<file path="src/logic/pcint_pkg.sv">
// package: register map, field layout and shared types of the pin change block
package pcint_pkg;

  // ---------------------------------------------------------------
  // geometry
  // ---------------------------------------------------------------
  localparam int PCINT_PINS  = 8;   // pins per port
  localparam int PCINT_PORTS = 3;   // ports a, b, c
  localparam int PCINT_AW    = 6;   // byte address width

  // ---------------------------------------------------------------
  // register byte offsets
  // ---------------------------------------------------------------
  localparam logic [PCINT_AW-1:0] PCINT_OFF_PA_RISE = 6'h00;
  localparam logic [PCINT_AW-1:0] PCINT_OFF_PA_FALL = 6'h04;
  localparam logic [PCINT_AW-1:0] PCINT_OFF_PA_FLAG = 6'h08;
  localparam logic [PCINT_AW-1:0] PCINT_OFF_PB_RISE = 6'h0C;
  localparam logic [PCINT_AW-1:0] PCINT_OFF_PB_FALL = 6'h10;
  localparam logic [PCINT_AW-1:0] PCINT_OFF_PB_FLAG = 6'h14;
  localparam logic [PCINT_AW-1:0] PCINT_OFF_PC_RISE = 6'h18;
  localparam logic [PCINT_AW-1:0] PCINT_OFF_PC_FALL = 6'h1C;
  localparam logic [PCINT_AW-1:0] PCINT_OFF_PC_FLAG = 6'h20;
  localparam logic [PCINT_AW-1:0] PCINT_OFF_CTRL    = 6'h24;
  localparam logic [PCINT_AW-1:0] PCINT_OFF_STATUS  = 6'h28;

  // ---------------------------------------------------------------
  // field positions and reset values
  // ---------------------------------------------------------------
  localparam int PCINT_CTRL_MASTER_BIT  = 0;  // change_irq_master_enable
  localparam int PCINT_STAT_SUMMARY_BIT = 0;  // change_summary_flag
  localparam logic [7:0] PCINT_RST_ENABLE = 8'h00;
  localparam logic [7:0] PCINT_RST_FLAG   = 8'h00;
  localparam logic [31:0] PCINT_RD_ZERO   = 32'h0000_0000;

  // per-port configuration and state carried together
  typedef struct packed {
    logic [PCINT_PINS-1:0] rise;  // rise_enable_reg
    logic [PCINT_PINS-1:0] fall;  // fall_enable_reg
    logic [PCINT_PINS-1:0] flag;  // change_flag_reg
  } pcint_port_t;

  // classic wishbone request
  typedef struct packed {
    logic                cyc;
    logic                stb;
    logic                we;
    logic [3:0]          sel;
    logic [PCINT_AW-1:0] adr;
    logic [31:0]         dat;
  } pcint_wb_req_t;

endpackage : pcint_pkg

</file>
<file path="src/logic/pcint_top.sv">
// pin change detector for ports a, b, c with wishbone register slave
//
// Notes on behaviour
// - each pin has rise and fall detectors
// - rise enable bit qualifies rising edges
// - fall enable bit qualifies falling edges
// - both enables set detect either polarity
// - both enables clear never set flag
// - qualifying edge sets flag; master gates irq
// - master clear still detects and flags
// - summary flag is or of all flags
// - any pin combination may contribute
// - software clears flag by writing zero
// - edge during clear leaves flag set
// - enabled change event wakes from sleep
// - sleep edge recorded before wake executes
// - enable registers eight bits, reset zero
// - flag registers eight bits, hw set, reset zero
// - every pin on all ports supports detection
`timescale 1ns/1ps
`default_nettype none

module pcint_top
  import pcint_pkg::*;
#(
  parameter int PINS = PCINT_PINS  // pins per port
) (
  input  wire  logic                clk_i,       // system clock, 100 MHz
  input  wire  logic                rst_i,       // synchronous reset, high
  input  wire  logic                wb_cyc_i,    // wishbone cycle
  input  wire  logic                wb_stb_i,    // wishbone strobe
  input  wire  logic                wb_we_i,     // wishbone write
  input  wire  logic [3:0]          wb_sel_i,    // wishbone byte select
  input  wire  logic [PCINT_AW-1:0] wb_adr_i,    // wishbone byte address
  input  wire  logic [31:0]         wb_dat_i,    // wishbone write data
  output var   logic [31:0]         wb_dat_o,    // wishbone read data
  output var   logic                wb_ack_o,    // wishbone acknowledge
  input  wire  logic [PINS-1:0]     port_a_pin_i, // asynchronous port a pins
  input  wire  logic [PINS-1:0]     port_b_pin_i, // asynchronous port b pins
  input  wire  logic [PINS-1:0]     port_c_pin_i, // asynchronous port c pins
  output var   logic                change_irq_o, // interrupt request level
  output var   logic                wake_o        // sleep wake request level
);

  // ---------------------------------------------------------------
  // synchronisers
  // ---------------------------------------------------------------
  localparam int W = PINS * PCINT_PORTS;  // all pins flattened

  logic [W-1:0] pins_all;               // a in low bits, c in high bits
  logic [W-1:0] s1_r, s2_r, s3_r;       // three-stage sync chain
  logic [W-1:0] s1_nxt, s2_nxt, s3_nxt; // next values of the chain
  logic [W-1:0] lvl_r, lvl_nxt;         // accepted stable level

  assign pins_all = {port_c_pin_i, port_b_pin_i, port_a_pin_i};

  // chain: s1 is read by s2 only, filter looks at s2 and s3
  always_comb begin
    s1_nxt  = pins_all;
    s2_nxt  = s1_r;
    s3_nxt  = s2_r;
    lvl_nxt = lvl_r;
    for (int i = 0; i < W; i++) begin
      if (s2_r[i] == s3_r[i]) begin // change counts once both agree
        lvl_nxt[i] = s3_r[i];
      end
    end
  end

  // the chain registers; reset level zero so a high pin yields one rise
  always_ff @(posedge clk_i) begin
    if (rst_i) begin
      s1_r  <= '0;
      s2_r  <= '0;
      s3_r  <= '0;
      lvl_r <= '0;
    end else begin
      s1_r  <= s1_nxt;
      s2_r  <= s2_nxt;
      s3_r  <= s3_nxt;
      lvl_r <= lvl_nxt;
    end
  end

  // ---------------------------------------------------------------
  // edge detectors
  // ---------------------------------------------------------------
  logic [W-1:0] rise_ev;  // stable level went low to high
  logic [W-1:0] fall_ev;  // stable level went high to low

  // one event per accepted transition, so an edge sets a flag once
  assign rise_ev = lvl_nxt & ~lvl_r;
  assign fall_ev = ~lvl_nxt & lvl_r;

  // ---------------------------------------------------------------
  // registers
  // ---------------------------------------------------------------
  pcint_port_t [PCINT_PORTS-1:0] port_r, port_nxt;  // per-port state
  logic                          master_r, master_nxt;  // irq master enable
  logic                          ack_r, ack_nxt;        // bus ack
  logic [31:0]                   rdat_r, rdat_nxt;      // bus read data
  logic                          irq_r, irq_nxt;        // irq output
  logic                          wake_r, wake_nxt;      // wake output
  logic                          summary;               // or of all flags
  logic                          req;                   // new bus access
  logic                          wr_b0;                 // write on lane 0
  logic [W-1:0]                  hit;                   // qualified edges
  logic [W-1:0]                  allflags;              // flattened flags

  // new access only while ack low: one ack per classic cycle
  assign req   = wb_cyc_i & wb_stb_i & ~ack_r;
  assign wr_b0 = req & wb_we_i & wb_sel_i[0];

  // qualification of each pin by its own enables
  always_comb begin
    for (int p = 0; p < PCINT_PORTS; p++) begin
      for (int b = 0; b < PINS; b++) begin
        hit[p*PINS+b] = (rise_ev[p*PINS+b] & port_r[p].rise[b])
                      | (fall_ev[p*PINS+b] & port_r[p].fall[b]);
        allflags[p*PINS+b] = port_r[p].flag[b];
      end
    end
  end

  assign summary = |allflags;

  // register write decode and flag update
  always_comb begin
    port_nxt   = port_r;
    master_nxt = master_r;
    // software writes first, hardware sets overlay them
    if (wr_b0) begin
      if (wb_adr_i == PCINT_OFF_PA_RISE) begin
        port_nxt[0].rise = wb_dat_i[7:0];
      end else if (wb_adr_i == PCINT_OFF_PA_FALL) begin
        port_nxt[0].fall = wb_dat_i[7:0];
      end else if (wb_adr_i == PCINT_OFF_PA_FLAG) begin
        port_nxt[0].flag = wb_dat_i[7:0];
      end else if (wb_adr_i == PCINT_OFF_PB_RISE) begin
        port_nxt[1].rise = wb_dat_i[7:0];
      end else if (wb_adr_i == PCINT_OFF_PB_FALL) begin
        port_nxt[1].fall = wb_dat_i[7:0];
      end else if (wb_adr_i == PCINT_OFF_PB_FLAG) begin
        port_nxt[1].flag = wb_dat_i[7:0];
      end else if (wb_adr_i == PCINT_OFF_PC_RISE) begin
        port_nxt[2].rise = wb_dat_i[7:0];
      end else if (wb_adr_i == PCINT_OFF_PC_FALL) begin
        port_nxt[2].fall = wb_dat_i[7:0];
      end else if (wb_adr_i == PCINT_OFF_PC_FLAG) begin
        port_nxt[2].flag = wb_dat_i[7:0];
      end else if (wb_adr_i == PCINT_OFF_CTRL) begin
        master_nxt = wb_dat_i[PCINT_CTRL_MASTER_BIT];
      end
    end
    // a concurrent edge wins over the clear, whatever was written
    for (int p = 0; p < PCINT_PORTS; p++) begin
      port_nxt[p].flag = port_nxt[p].flag | hit[p*PINS +: PINS];
    end
  end

  // read mux, ack and outputs
  always_comb begin
    ack_nxt  = req;  // single-cycle answer, dropped the cycle after
    rdat_nxt = PCINT_RD_ZERO;
    if (req & ~wb_we_i) begin
      if (wb_adr_i == PCINT_OFF_PA_RISE) begin
        rdat_nxt[7:0] = port_r[0].rise;
      end else if (wb_adr_i == PCINT_OFF_PA_FALL) begin
        rdat_nxt[7:0] = port_r[0].fall;
      end else if (wb_adr_i == PCINT_OFF_PA_FLAG) begin
        rdat_nxt[7:0] = port_r[0].flag;
      end else if (wb_adr_i == PCINT_OFF_PB_RISE) begin
        rdat_nxt[7:0] = port_r[1].rise;
      end else if (wb_adr_i == PCINT_OFF_PB_FALL) begin
        rdat_nxt[7:0] = port_r[1].fall;
      end else if (wb_adr_i == PCINT_OFF_PB_FLAG) begin
        rdat_nxt[7:0] = port_r[1].flag;
      end else if (wb_adr_i == PCINT_OFF_PC_RISE) begin
        rdat_nxt[7:0] = port_r[2].rise;
      end else if (wb_adr_i == PCINT_OFF_PC_FALL) begin
        rdat_nxt[7:0] = port_r[2].fall;
      end else if (wb_adr_i == PCINT_OFF_PC_FLAG) begin
        rdat_nxt[7:0] = port_r[2].flag;
      end else if (wb_adr_i == PCINT_OFF_CTRL) begin
        rdat_nxt[PCINT_CTRL_MASTER_BIT] = master_r;
      end else if (wb_adr_i == PCINT_OFF_STATUS) begin
        rdat_nxt[PCINT_STAT_SUMMARY_BIT] = summary;
      end
      // unmapped addresses read zero and still ack
    end
    // flags keep setting with master off, only the irq and wake requests are held back
    irq_nxt  = master_r & summary;
    // wake uses the same gated event; flags are already latched so the
    // core sees them before its first instruction after wake
    wake_nxt = master_r & summary;
  end

  // state registers; every reset returns all registers to zero
  always_ff @(posedge clk_i) begin
    if (rst_i) begin
      for (int p = 0; p < PCINT_PORTS; p++) begin
        port_r[p].rise <= PCINT_RST_ENABLE;
        port_r[p].fall <= PCINT_RST_ENABLE;
        port_r[p].flag <= PCINT_RST_FLAG;
      end
      master_r <= 1'b0;
      ack_r    <= 1'b0;
      rdat_r   <= PCINT_RD_ZERO;
      irq_r    <= 1'b0;
      wake_r   <= 1'b0;
    end else begin
      port_r   <= port_nxt;
      master_r <= master_nxt;
      ack_r    <= ack_nxt;
      rdat_r   <= rdat_nxt;
      irq_r    <= irq_nxt;
      wake_r   <= wake_nxt;
    end
  end

  // ---------------------------------------------------------------
  // outputs
  // ---------------------------------------------------------------
  assign wb_ack_o     = ack_r;
  assign wb_dat_o     = rdat_r;
  assign change_irq_o = irq_r;
  assign wake_o       = wake_r;

endmodule : pcint_top

`default_nettype wire

</file>
<file path="config.mk">
export PLATFORM = sky130hd
export DESIGN_NAME = pcint_top
export DESIGN_NICKNAME = d
export VERILOG_FILES = /design/src/logic/pcint_pkg.sv /design/src/logic/pcint_top.sv
export SDC_FILE = /design/constraint.sdc
export NUM_CORES = 1
export LEC_CHECK = 0
export ABC_AREA = 1
export ABC_CLOCK_PERIOD_IN_PS = 2100
export BUFFER_PORTS_ARGS = -buffer_cell sky130_fd_sc_hd__clkbuf_2
export CORE_ASPECT_RATIO = 1.5
export CORE_MARGIN = 1.5
export CORE_UTILIZATION = 48
export CTS_BUF_LIST = sky130_fd_sc_hd__clkbuf_8 sky130_fd_sc_hd__clkbuf_16
export CTS_CLUSTER_SIZE = 24
export DETAILED_ROUTE_END_ITERATION = 7
export PLACE_DENSITY = 0.7
export SLEW_MARGIN = 20
export SYNTH_ARGS = -nofsm -noshare
export SYNTH_HDL_FRONTEND = slang
export SYNTH_SLANG_ARGS = --single-unit
</file>
<file path="constraint.sdc">
create_clock -name clk_i -period 2.1 [get_ports clk_i]
set_input_delay 0.315 -clock clk_i [delete_from_list [all_inputs] [get_ports clk_i]]
set_output_delay 0.315 -clock clk_i [all_outputs]
set_load 0.05 [all_outputs]
</file>
-- Yosys cells after proc, flatten, opt, wreduce, memory -nomap -nowiden
Cells that the tools add are included.
- reduce and logical (&&, ||, !) cells: 10
- equality and inequality tests: 34
- bitwise operators: 97
- multiplexer cells: 56
- operators with widths (kind ; count):
    $mux 8 ; 22
    $mux 32 ; 3
    $mux 56 ; 1
    $and 1x1->1 ; 54
    $and 24x24->24 ; 2
    $not 24->24 ; 2
    $mux 16 ; 2
    $mux 1 ; 27
    $eq 1x1->1 ; 24
    $eq 6x5->1 const B ; 4
    $or 1x1->1 ; 24
    $or 8x8->8 ; 3
    $reduce_or 24->1 ; 1
    $eq 6x6->1 const B ; 3
    $eq 6x4->1 const B ; 2
    $not 1->1 ; 12
    $reduce_and 11->1 ; 1
    $reduce_and 9->1 ; 1
    $reduce_and 8->1 ; 1
    $mux 7 ; 1
    $eq 6x3->1 const B ; 1
    $logic_not 6->1 ; 1
    $reduce_and 6->1 ; 1
    $reduce_and 5->1 ; 1
    3 further kinds ; 3
- word-level logic and storage cells: 215
- output and inout bits: 35
- register bits: 203
- input port bits: 71

-- Longest topological paths before layout
Gate-level depths: netlist (run 1).
- depth after elaboration: 12
- gate-level depth with buffers: 12
- depth with buffers taken out: 11

-- Worst setup path before layout (run 1)
Ideal clock, no wire load.
- kind: register -> register
- from: register ack_r, in the netlist wb_ack_o
- to: register port_r (netlist bit allflags[5])
- stages on the path, launching flop included: 11
- arrival: 1.629 ns
- data required time: 1.987 ns
- clock period less this slack: 1.743 ns
- library setup time: 0.113 ns
- path buffers: 1
- path slack: 0.357 ns
- cells stage by stage: dfxtp_1 nand3b_4 nor2_4 nand2_4 nor2_2 inv_2 buf_4 nand2_1 nand3_1 o21ai_1 inv_1
- cells in the longest elaborated chain, start to end: 6
- ends and longest elaborated chain (what ; RTL line ; text):
    from (decl) ; pcint_top.sv:100 ; logic ack_r, ack_nxt;
    from (signal assigned) ; pcint_top.sv:214 ; ack_r <= ack_nxt;
    $not 1->1 ; pcint_top.sv:111 ; assign req = wb_cyc_i & wb_stb_i & ~ack_r;
    $and 1x1->1 ; pcint_top.sv:111 ;
    $and 1x1->1 (2 in a row) ; pcint_top.sv:112 ; assign wr_b0 = req & wb_we_i & wb_sel_i[0];
    $mux 56 ; pcint_top.sv:132 ; if (wr_b0) begin
    $or 8x8->8 ; pcint_top.sv:157 ; port_nxt[p].flag = port_nxt[p].flag | hit[p*PINS +: PINS];
    to (signal assigned) ; pcint_top.sv:212 ; port_r <= port_nxt;
    to (decl) ; pcint_top.sv:98 ; pcint_port_t [PCINT_PORTS-1:0] port_r, port_nxt;
Every way passes these cells.
A chain may end at the register's enable or synchronous reset.

-- Worst setup path after layout (run 1)
- from: register ack_r, in the netlist wb_ack_o
- to: register port_r (netlist bit allflags[0])
The elaborated chain is that of the path after synthesis.

==> results of run 1 <==
==> sequential cells by signal, summed over array words and instances, names as in the netlist <==
| signal | cells |
|---|---|
| port_r | 48 |
| allflags | 24 |
| lvl_r | 24 |
| s1_r | 24 |
| s2_r | 24 |
| s3_r | 24 |
| wb_dat_o | 8 |
| master_r | 1 |
| wake_o | 1 |
| wb_ack_o | 1 |
==> area by class of cell <==
class / instances / area (sq um) / area share
inverters: 181 / 679 / 0.0812
repair buffers: 64 / 348 / 0.0416
flip-flops and latches: 179 / 3580 / 0.428
well taps: 199 / 249 / 0.0298
clock buffers: 18 / 439 / 0.0525
multi-input cells: 567 / 2890 / 0.346
clock inverters: 14 / 178 / 0.0212
==> power groups by stage <==
stage	sequential (mW)	clock [mW]	combinational, mW
after floorplan	3.56	0	0.297
after global placement	3.56	0	0.376
after detailed placement	3.56	0	0.380
after CTS	3.48	3.34	0.381
after global routing	3.49	3.47	0.417
final	3.48	3.28	0.382
==> how the worst max path moves through the flow <==
stage / startpoint / end / slack [ns] / cells past startpoint
3_3_place_gp: wb_adr_i[1] / wb_dat_o[5] / 0.28 / 11
5_1_grt: wb_ack_o / allflags[7] / 0.27 / 9
4_1_cts: wb_ack_o / allflags[0] / 0.40 / 9
3_5_place_dp: wb_adr_i[1] / wb_dat_o[3] / 0.25 / 11
6_report: wb_ack_o / allflags[0] / 0.39 / 9
2_1_floorplan: wb_ack_o / allflags[5] / 0.36 / 10
==> layout by cell type, fill, tap and decap left out, types with 3 or more instances in the layout <==
cell,n
a211oi_1,36
clkinv_4,3
nand2_2,5
inv_6,3
buf_4,11
nor3_1,18
clkbuf_16,17
bufinv_16,3
nand4_1,30
a21oi_1,71
o21ai_0,44
nand2_4,3
a41oi_1,7
inv_1,178
a221oi_1,8
clkbuf_2,53
nor2_4,9
nor2_2,3
nor2_1,153
nand2_1,92
conb_1,24
o21ai_1,8
dfxtp_1,179
nand3_1,34
inv_2,3
o2111ai_1,7
==> logic make-up (layout without fill, tap and decap cells) <==
logic type,after synthesis,after routing,synth area share
AO/OA/AOI/OAI,189,189,0.155
buffers and inverters,238,277,0.140
flip-flops,179,179,0.483
other,1,24,0.000505
AND/OR/NAND/NOR,354,354,0.222
==> metal layers <==
metal,up-vias,routed length [um],part of all wire
li1,3157,-,-
met1,2799,7230,0.41
met2,195,8530,0.49
met3,63,869,0.049
met4,0,952,0.054
met5,-,0,0
==> through the flow <==
step | cell area [sq um] | utilization | hold WS, ns
after global routing | 8370 | 0.553 | 0.0591
after global placement | 7750 | 0.512 | 0.388
after floorplan | 7510 | - | 0.388
final | 8370 | 0.553 | 0.0636
after detailed placement | 7750 | 0.512 | 0.392
after CTS | 8370 | 0.553 | 0.0567
==> tightest hold or removal path: cells and delay by family <==
| family | cells | cell delay (ns) |
|---|---|---|
| buffers and inverters | 2 | 0.12 |
| and+or+nand+nor | 1 | 0.03 |
==> flow_summary.toml, run 1 <==
[global_route]
grt_pass1_vias = 5648
grt_busiest_layer = "met2"
use_met2 = 0.372
grt_max_degree = 74
grt_use_met3 = 0.0427
grt.met1_usage = 0.264
antenna_found_initial = 0
overflow = 0
grt_pass1_wl_mm = 28.2
track_usage = 0.223

[clock_network]
clockRootBuffer = "clkbuf_16"
clk_latency_ns = 0.43
numCtsBuffers = 17
path_clk_slew_ns = 0.07
htreeDepth = 4
post-cts-setup-buffers = 0
clock-sinks = 179
cts_tree = "yes"
cts.path.max_buffers = 2
hold_buffers = 0
ctsResizeCount = 0

[logic_synthesis]
ys_seq_elements = 179
yosys.area.top_type = "dfxtp_1"
yosysMostFrequentCell = "dfxtp_1"
async_flop_share = 0
synth_area_leaders = "dfxtp_1 (48%), inv_1 (8.9%), nor2_1 (7.7%)"
ys_warn_count = 0
ys_types = 35
synth_commonest_cells = "dfxtp_1 (179), inv_1 (177), nor2_1 (153)"
synth_edf_count = 0
syn_area_sq_mm = 0.00743
yosysSeqAreaShare = 0.483
synth_flop_cell = "dfxtp_1"
syn_area_per_cell_sq_um = 7.73
syn_inst = 961
yosys.area.top_type_share = 0.483

[final_layout]
stdcell_count = 1222
fill_cells = 1479
layout-drive-gt1-share = 0.127
fin_nets = 1081
num_antenna_cells = 0
area_growth_pct = 12.7

[min_path]
hold_start = "port_b_pin_i[5]"
hold_depth = 3
whs_endpoint = "s1_r[13]"
hold_class = "primary input to flip-flop"

[critical_path]
reg2reg_slack_ns = 0.39
crit_buf_inv = 2
max_stage_delay_ns = 0.32
cp_top_family = "simple AND/OR/NAND/NOR gates"
cp_cell_sequence = "nand3b_4, nor2_4, nand2_4, nor2_2, inv_2, nand2_1, nand3_1, o21ai_1, inv_1"
cp-end-kind = "flip-flop"
crit_required_ns = 2.43
crit_path_start_kind = "flip-flop"
critPathKind = "flip-flop to flip-flop"
r2r-end = "allflags[0]"
r2r_cells = 9
cp_slowest_cell = "dfxtp_1"
crit_fanout = 12
rr_startpoint = "wb_ack_o"
crit_arrival_ns = 2.03

[detailed_routing]
wl_per_cell_um = 14.4
vias = 6214
drt_first_pass_iters = 5
final_antenna_net_count = 0
dr.first_iter.drc_count = 403
routed_via_density = 5.09
wl_mm = 17.6
drc = 0

[sta]
drv_slew = 0
skew_ns = 0.00795
min_period_ns = 1.71
setup_slack_ns = 0.395
min_period_over_period = 0.812
rsz0062_at_grt = "no"
setup_viol_count_final = 0
fmax_ghz = 0.587
final_hold_viol_count = 0
worst_pin_slew_ns = 0.802
slew_headroom = 0.465
setup_tns_ns = 0

[placed_design]
post-place-cells = 1190
io_buffer_count = 54
preCtsSetupSlack_ns = 0.252
hpwlAfterDp_mm = 12.4
gp_congestion = 0.908

[power_and_ir_drop]
peakVddDrop_mv = 0.433
p_total_mw = 7.15
powerDensity_mw_per_mm2 = 854
seq_power_share = 0.487
combPwrFrac = 0.053
switching_power_mw = 1.69
leakagePower_nw = 3.45
internal_power_mw = 5.46
p_clk_frac = 0.459
p_sw_frac = 0.236

[die]
dieArea_sq_mm = 0.0162
io_pins = 106
coreArea_sq_mm = 0.0151
die_y_um = 155
start_util = 0.490
die_w_um = 105
num_rows = 55

[run_status]
status = "finished, final reports clean"

[run]
maxCapViolCount = 0
No activity file was read; power rests on OpenSTA's default activity.
==> run 2: changes to the inputs <==
ABC_CLOCK_PERIOD_IN_PS = 1450   (was 2100)
PLACE_DENSITY = 0.72   (was 0.7)
clock period = 1.45 ns   (was 2.1 ns; I/O delays follow)
==> flow_summary.toml, run 2 (synthesized netlist as in run 1, its figures left out) <==
[die]
die_y_um = 155
dieArea_sq_mm = 0.0162
die_w_um = 105
start_util = 0.490
io_pins = 106
num_rows = 55
coreArea_sq_mm = 0.0151

[final_layout]
multi_input_area_sq_mm = 0.00313
seqCellArea_sq_mm = 0.00359
num_antenna_cells = 0
utilization = 0.617
design_area_sq_mm = 0.00934
largest_reg_flops = 48
layout_common_cells = "dfxtp_1 (178), inv_1 (177), nor2_1 (149), nand2_1 (91), a21oi_1 (61)"
fill_cells = 1299
area_growth_pct = 25.7
final_common_cell = "dfxtp_1"
regMostFlops = "port_r"
layout-drive-gt1-share = 0.204
fin_nets = 1157

[critical_path]
crit_path_start_kind = "flip-flop"
rr_startpoint = "wb_ack_o"
reg2reg_slack_ns = -0.10
crit_start = "wb_ack_o"
r2r_cells = 8
crit_fanout = 8
endpoint = "port_r[57]"
critPathKind = "flip-flop to flip-flop"
crit_required_ns = 1.77
cp-end-kind = "flip-flop"
crit_arrival_ns = 1.88
r2r-end = "port_r[57]"

[detailed_routing]
final_antenna_net_count = 0
drc = 0
wl_mm = 18.5
vias = 6580
drt_first_pass_iters = 5
routed_via_density = 5.07
wl_per_cell_um = 14.2
dr.first_iter.drc_count = 435

[sta]
setup_tns_ns = -1.49
final_hold_viol_count = 0
min_period_ns = 1.55
fmax_ghz = 0.644
setup_viol_count_final = 35
drv_slew = 0
rsz0062_at_grt = "yes"
hold_ws_ns = 0.143
skew_ns = 0.00560
min_period_over_period = 1.07
setup_slack_ns = -0.103

[power_and_ir_drop]
powerDensity_mw_per_mm2 = 1110
leakagePower_nw = 3.86
peakVddDrop_mv = 0.984

[placed_design]
hpwlAfterDp_mm = 12.7
dpl_cell_area_sq_mm = 0.00811
gp_congestion = 0.928
io_buffer_count = 54
preCtsSetupSlack_ns = -0.184

[clock_network]
clock-sinks = 179
htreeDepth = 4
numCtsBuffers = 17
clockRootBuffer = "clkbuf_16"
path_clk_slew_ns = 0.07
cts.path.max_buffers = 2
clk_latency_ns = 0.43
cts_tree = "yes"

[run_status]
failed_checks = "negative setup slack"
status = "finished with violations"

[min_path]
hold_class = "primary input to flip-flop"

[global_route]
overflow = 0
grt_pass1_wl_mm = 29.5
grt_pass1_vias = 6044
track_usage = 0.234
grt_max_degree = 56
antenna_found_initial = 0

[run]
maxCapViolCount = 0
[run 2: worst max-delay path, cell delays in order, from the launching register on]
cell and delay [ns]:
dfxtp_4 0.34, nand3b_4 0.18, nor2_4 0.13, nand2_4 0.08, nor2_4 0.16, buf_6 0.13
nand3b_4 0.15, o21ai_1 0.22, a21oi_2 0.04
[run 2: power by group]
part / switching, mW / leakage [nW] / total (mW) / internal, mW
clock: 1.98 / 0.294 / 4.59 / 2.61
sequential: 0.0417 / 1.45 / 5.04 / 5.00
combinational: 0.477 / 2.11 / 0.704 / 0.228
total: 2.50 / 3.86 / 10.3 / 7.84
[run 2: final cells by class]
type,count,share of cell area
clock buffers,18,0.0470
clock inverters,14,0.0165
inverters,181,0.0737
multi-input cells,570,0.335
flip-flops and latches,179,0.384
well taps,199,0.0267
repair buffers,137,0.117
[run 2: timing repair]
action / CTS / global route
gates cloned: 2 / 1
setup endpoints to repair: 35 / 76
hold endpoints to repair: 24 / 0
pin swaps: 14 / 7
buffers inserted: 4 / 9
hold buffers: 24 / 0
gates resized for setup: 32 / 42
[run 2: through the flow]
stage                     instances  power (mW)
after global placement         1227        5.75
after global routing           1298        10.7
after CTS                      1289        10.4
after floorplan                 984        5.58
final                          1298        10.3
after detailed placement       1227        5.75
[run 2: how the worst min path moves through the flow]
stage                     from           end  cells after the start
3_5_place_dp           s1_r[1]       s2_r[1]                      2
4_1_cts            wb_dat_i[7]  allflags[15]                      3
6_report           wb_dat_i[7]  allflags[15]                      3
2_1_floorplan  port_a_pin_i[0]       s1_r[0]                      2
5_1_grt            wb_dat_i[7]  allflags[15]                      3
3_3_place_gp           s1_r[5]       s2_r[5]                      2
[run 2: metal layers]
layer / global-route usage / vias to the layer above / wire [um]
met1: 0.275 / 2995 / 7690
met4: 0.136 / 0 / 883
met3: 0.0532 / 52 / 890
met2: 0.389 / 218 / 9010
li1: - / 3315 / -
met5: 0 / - / 0
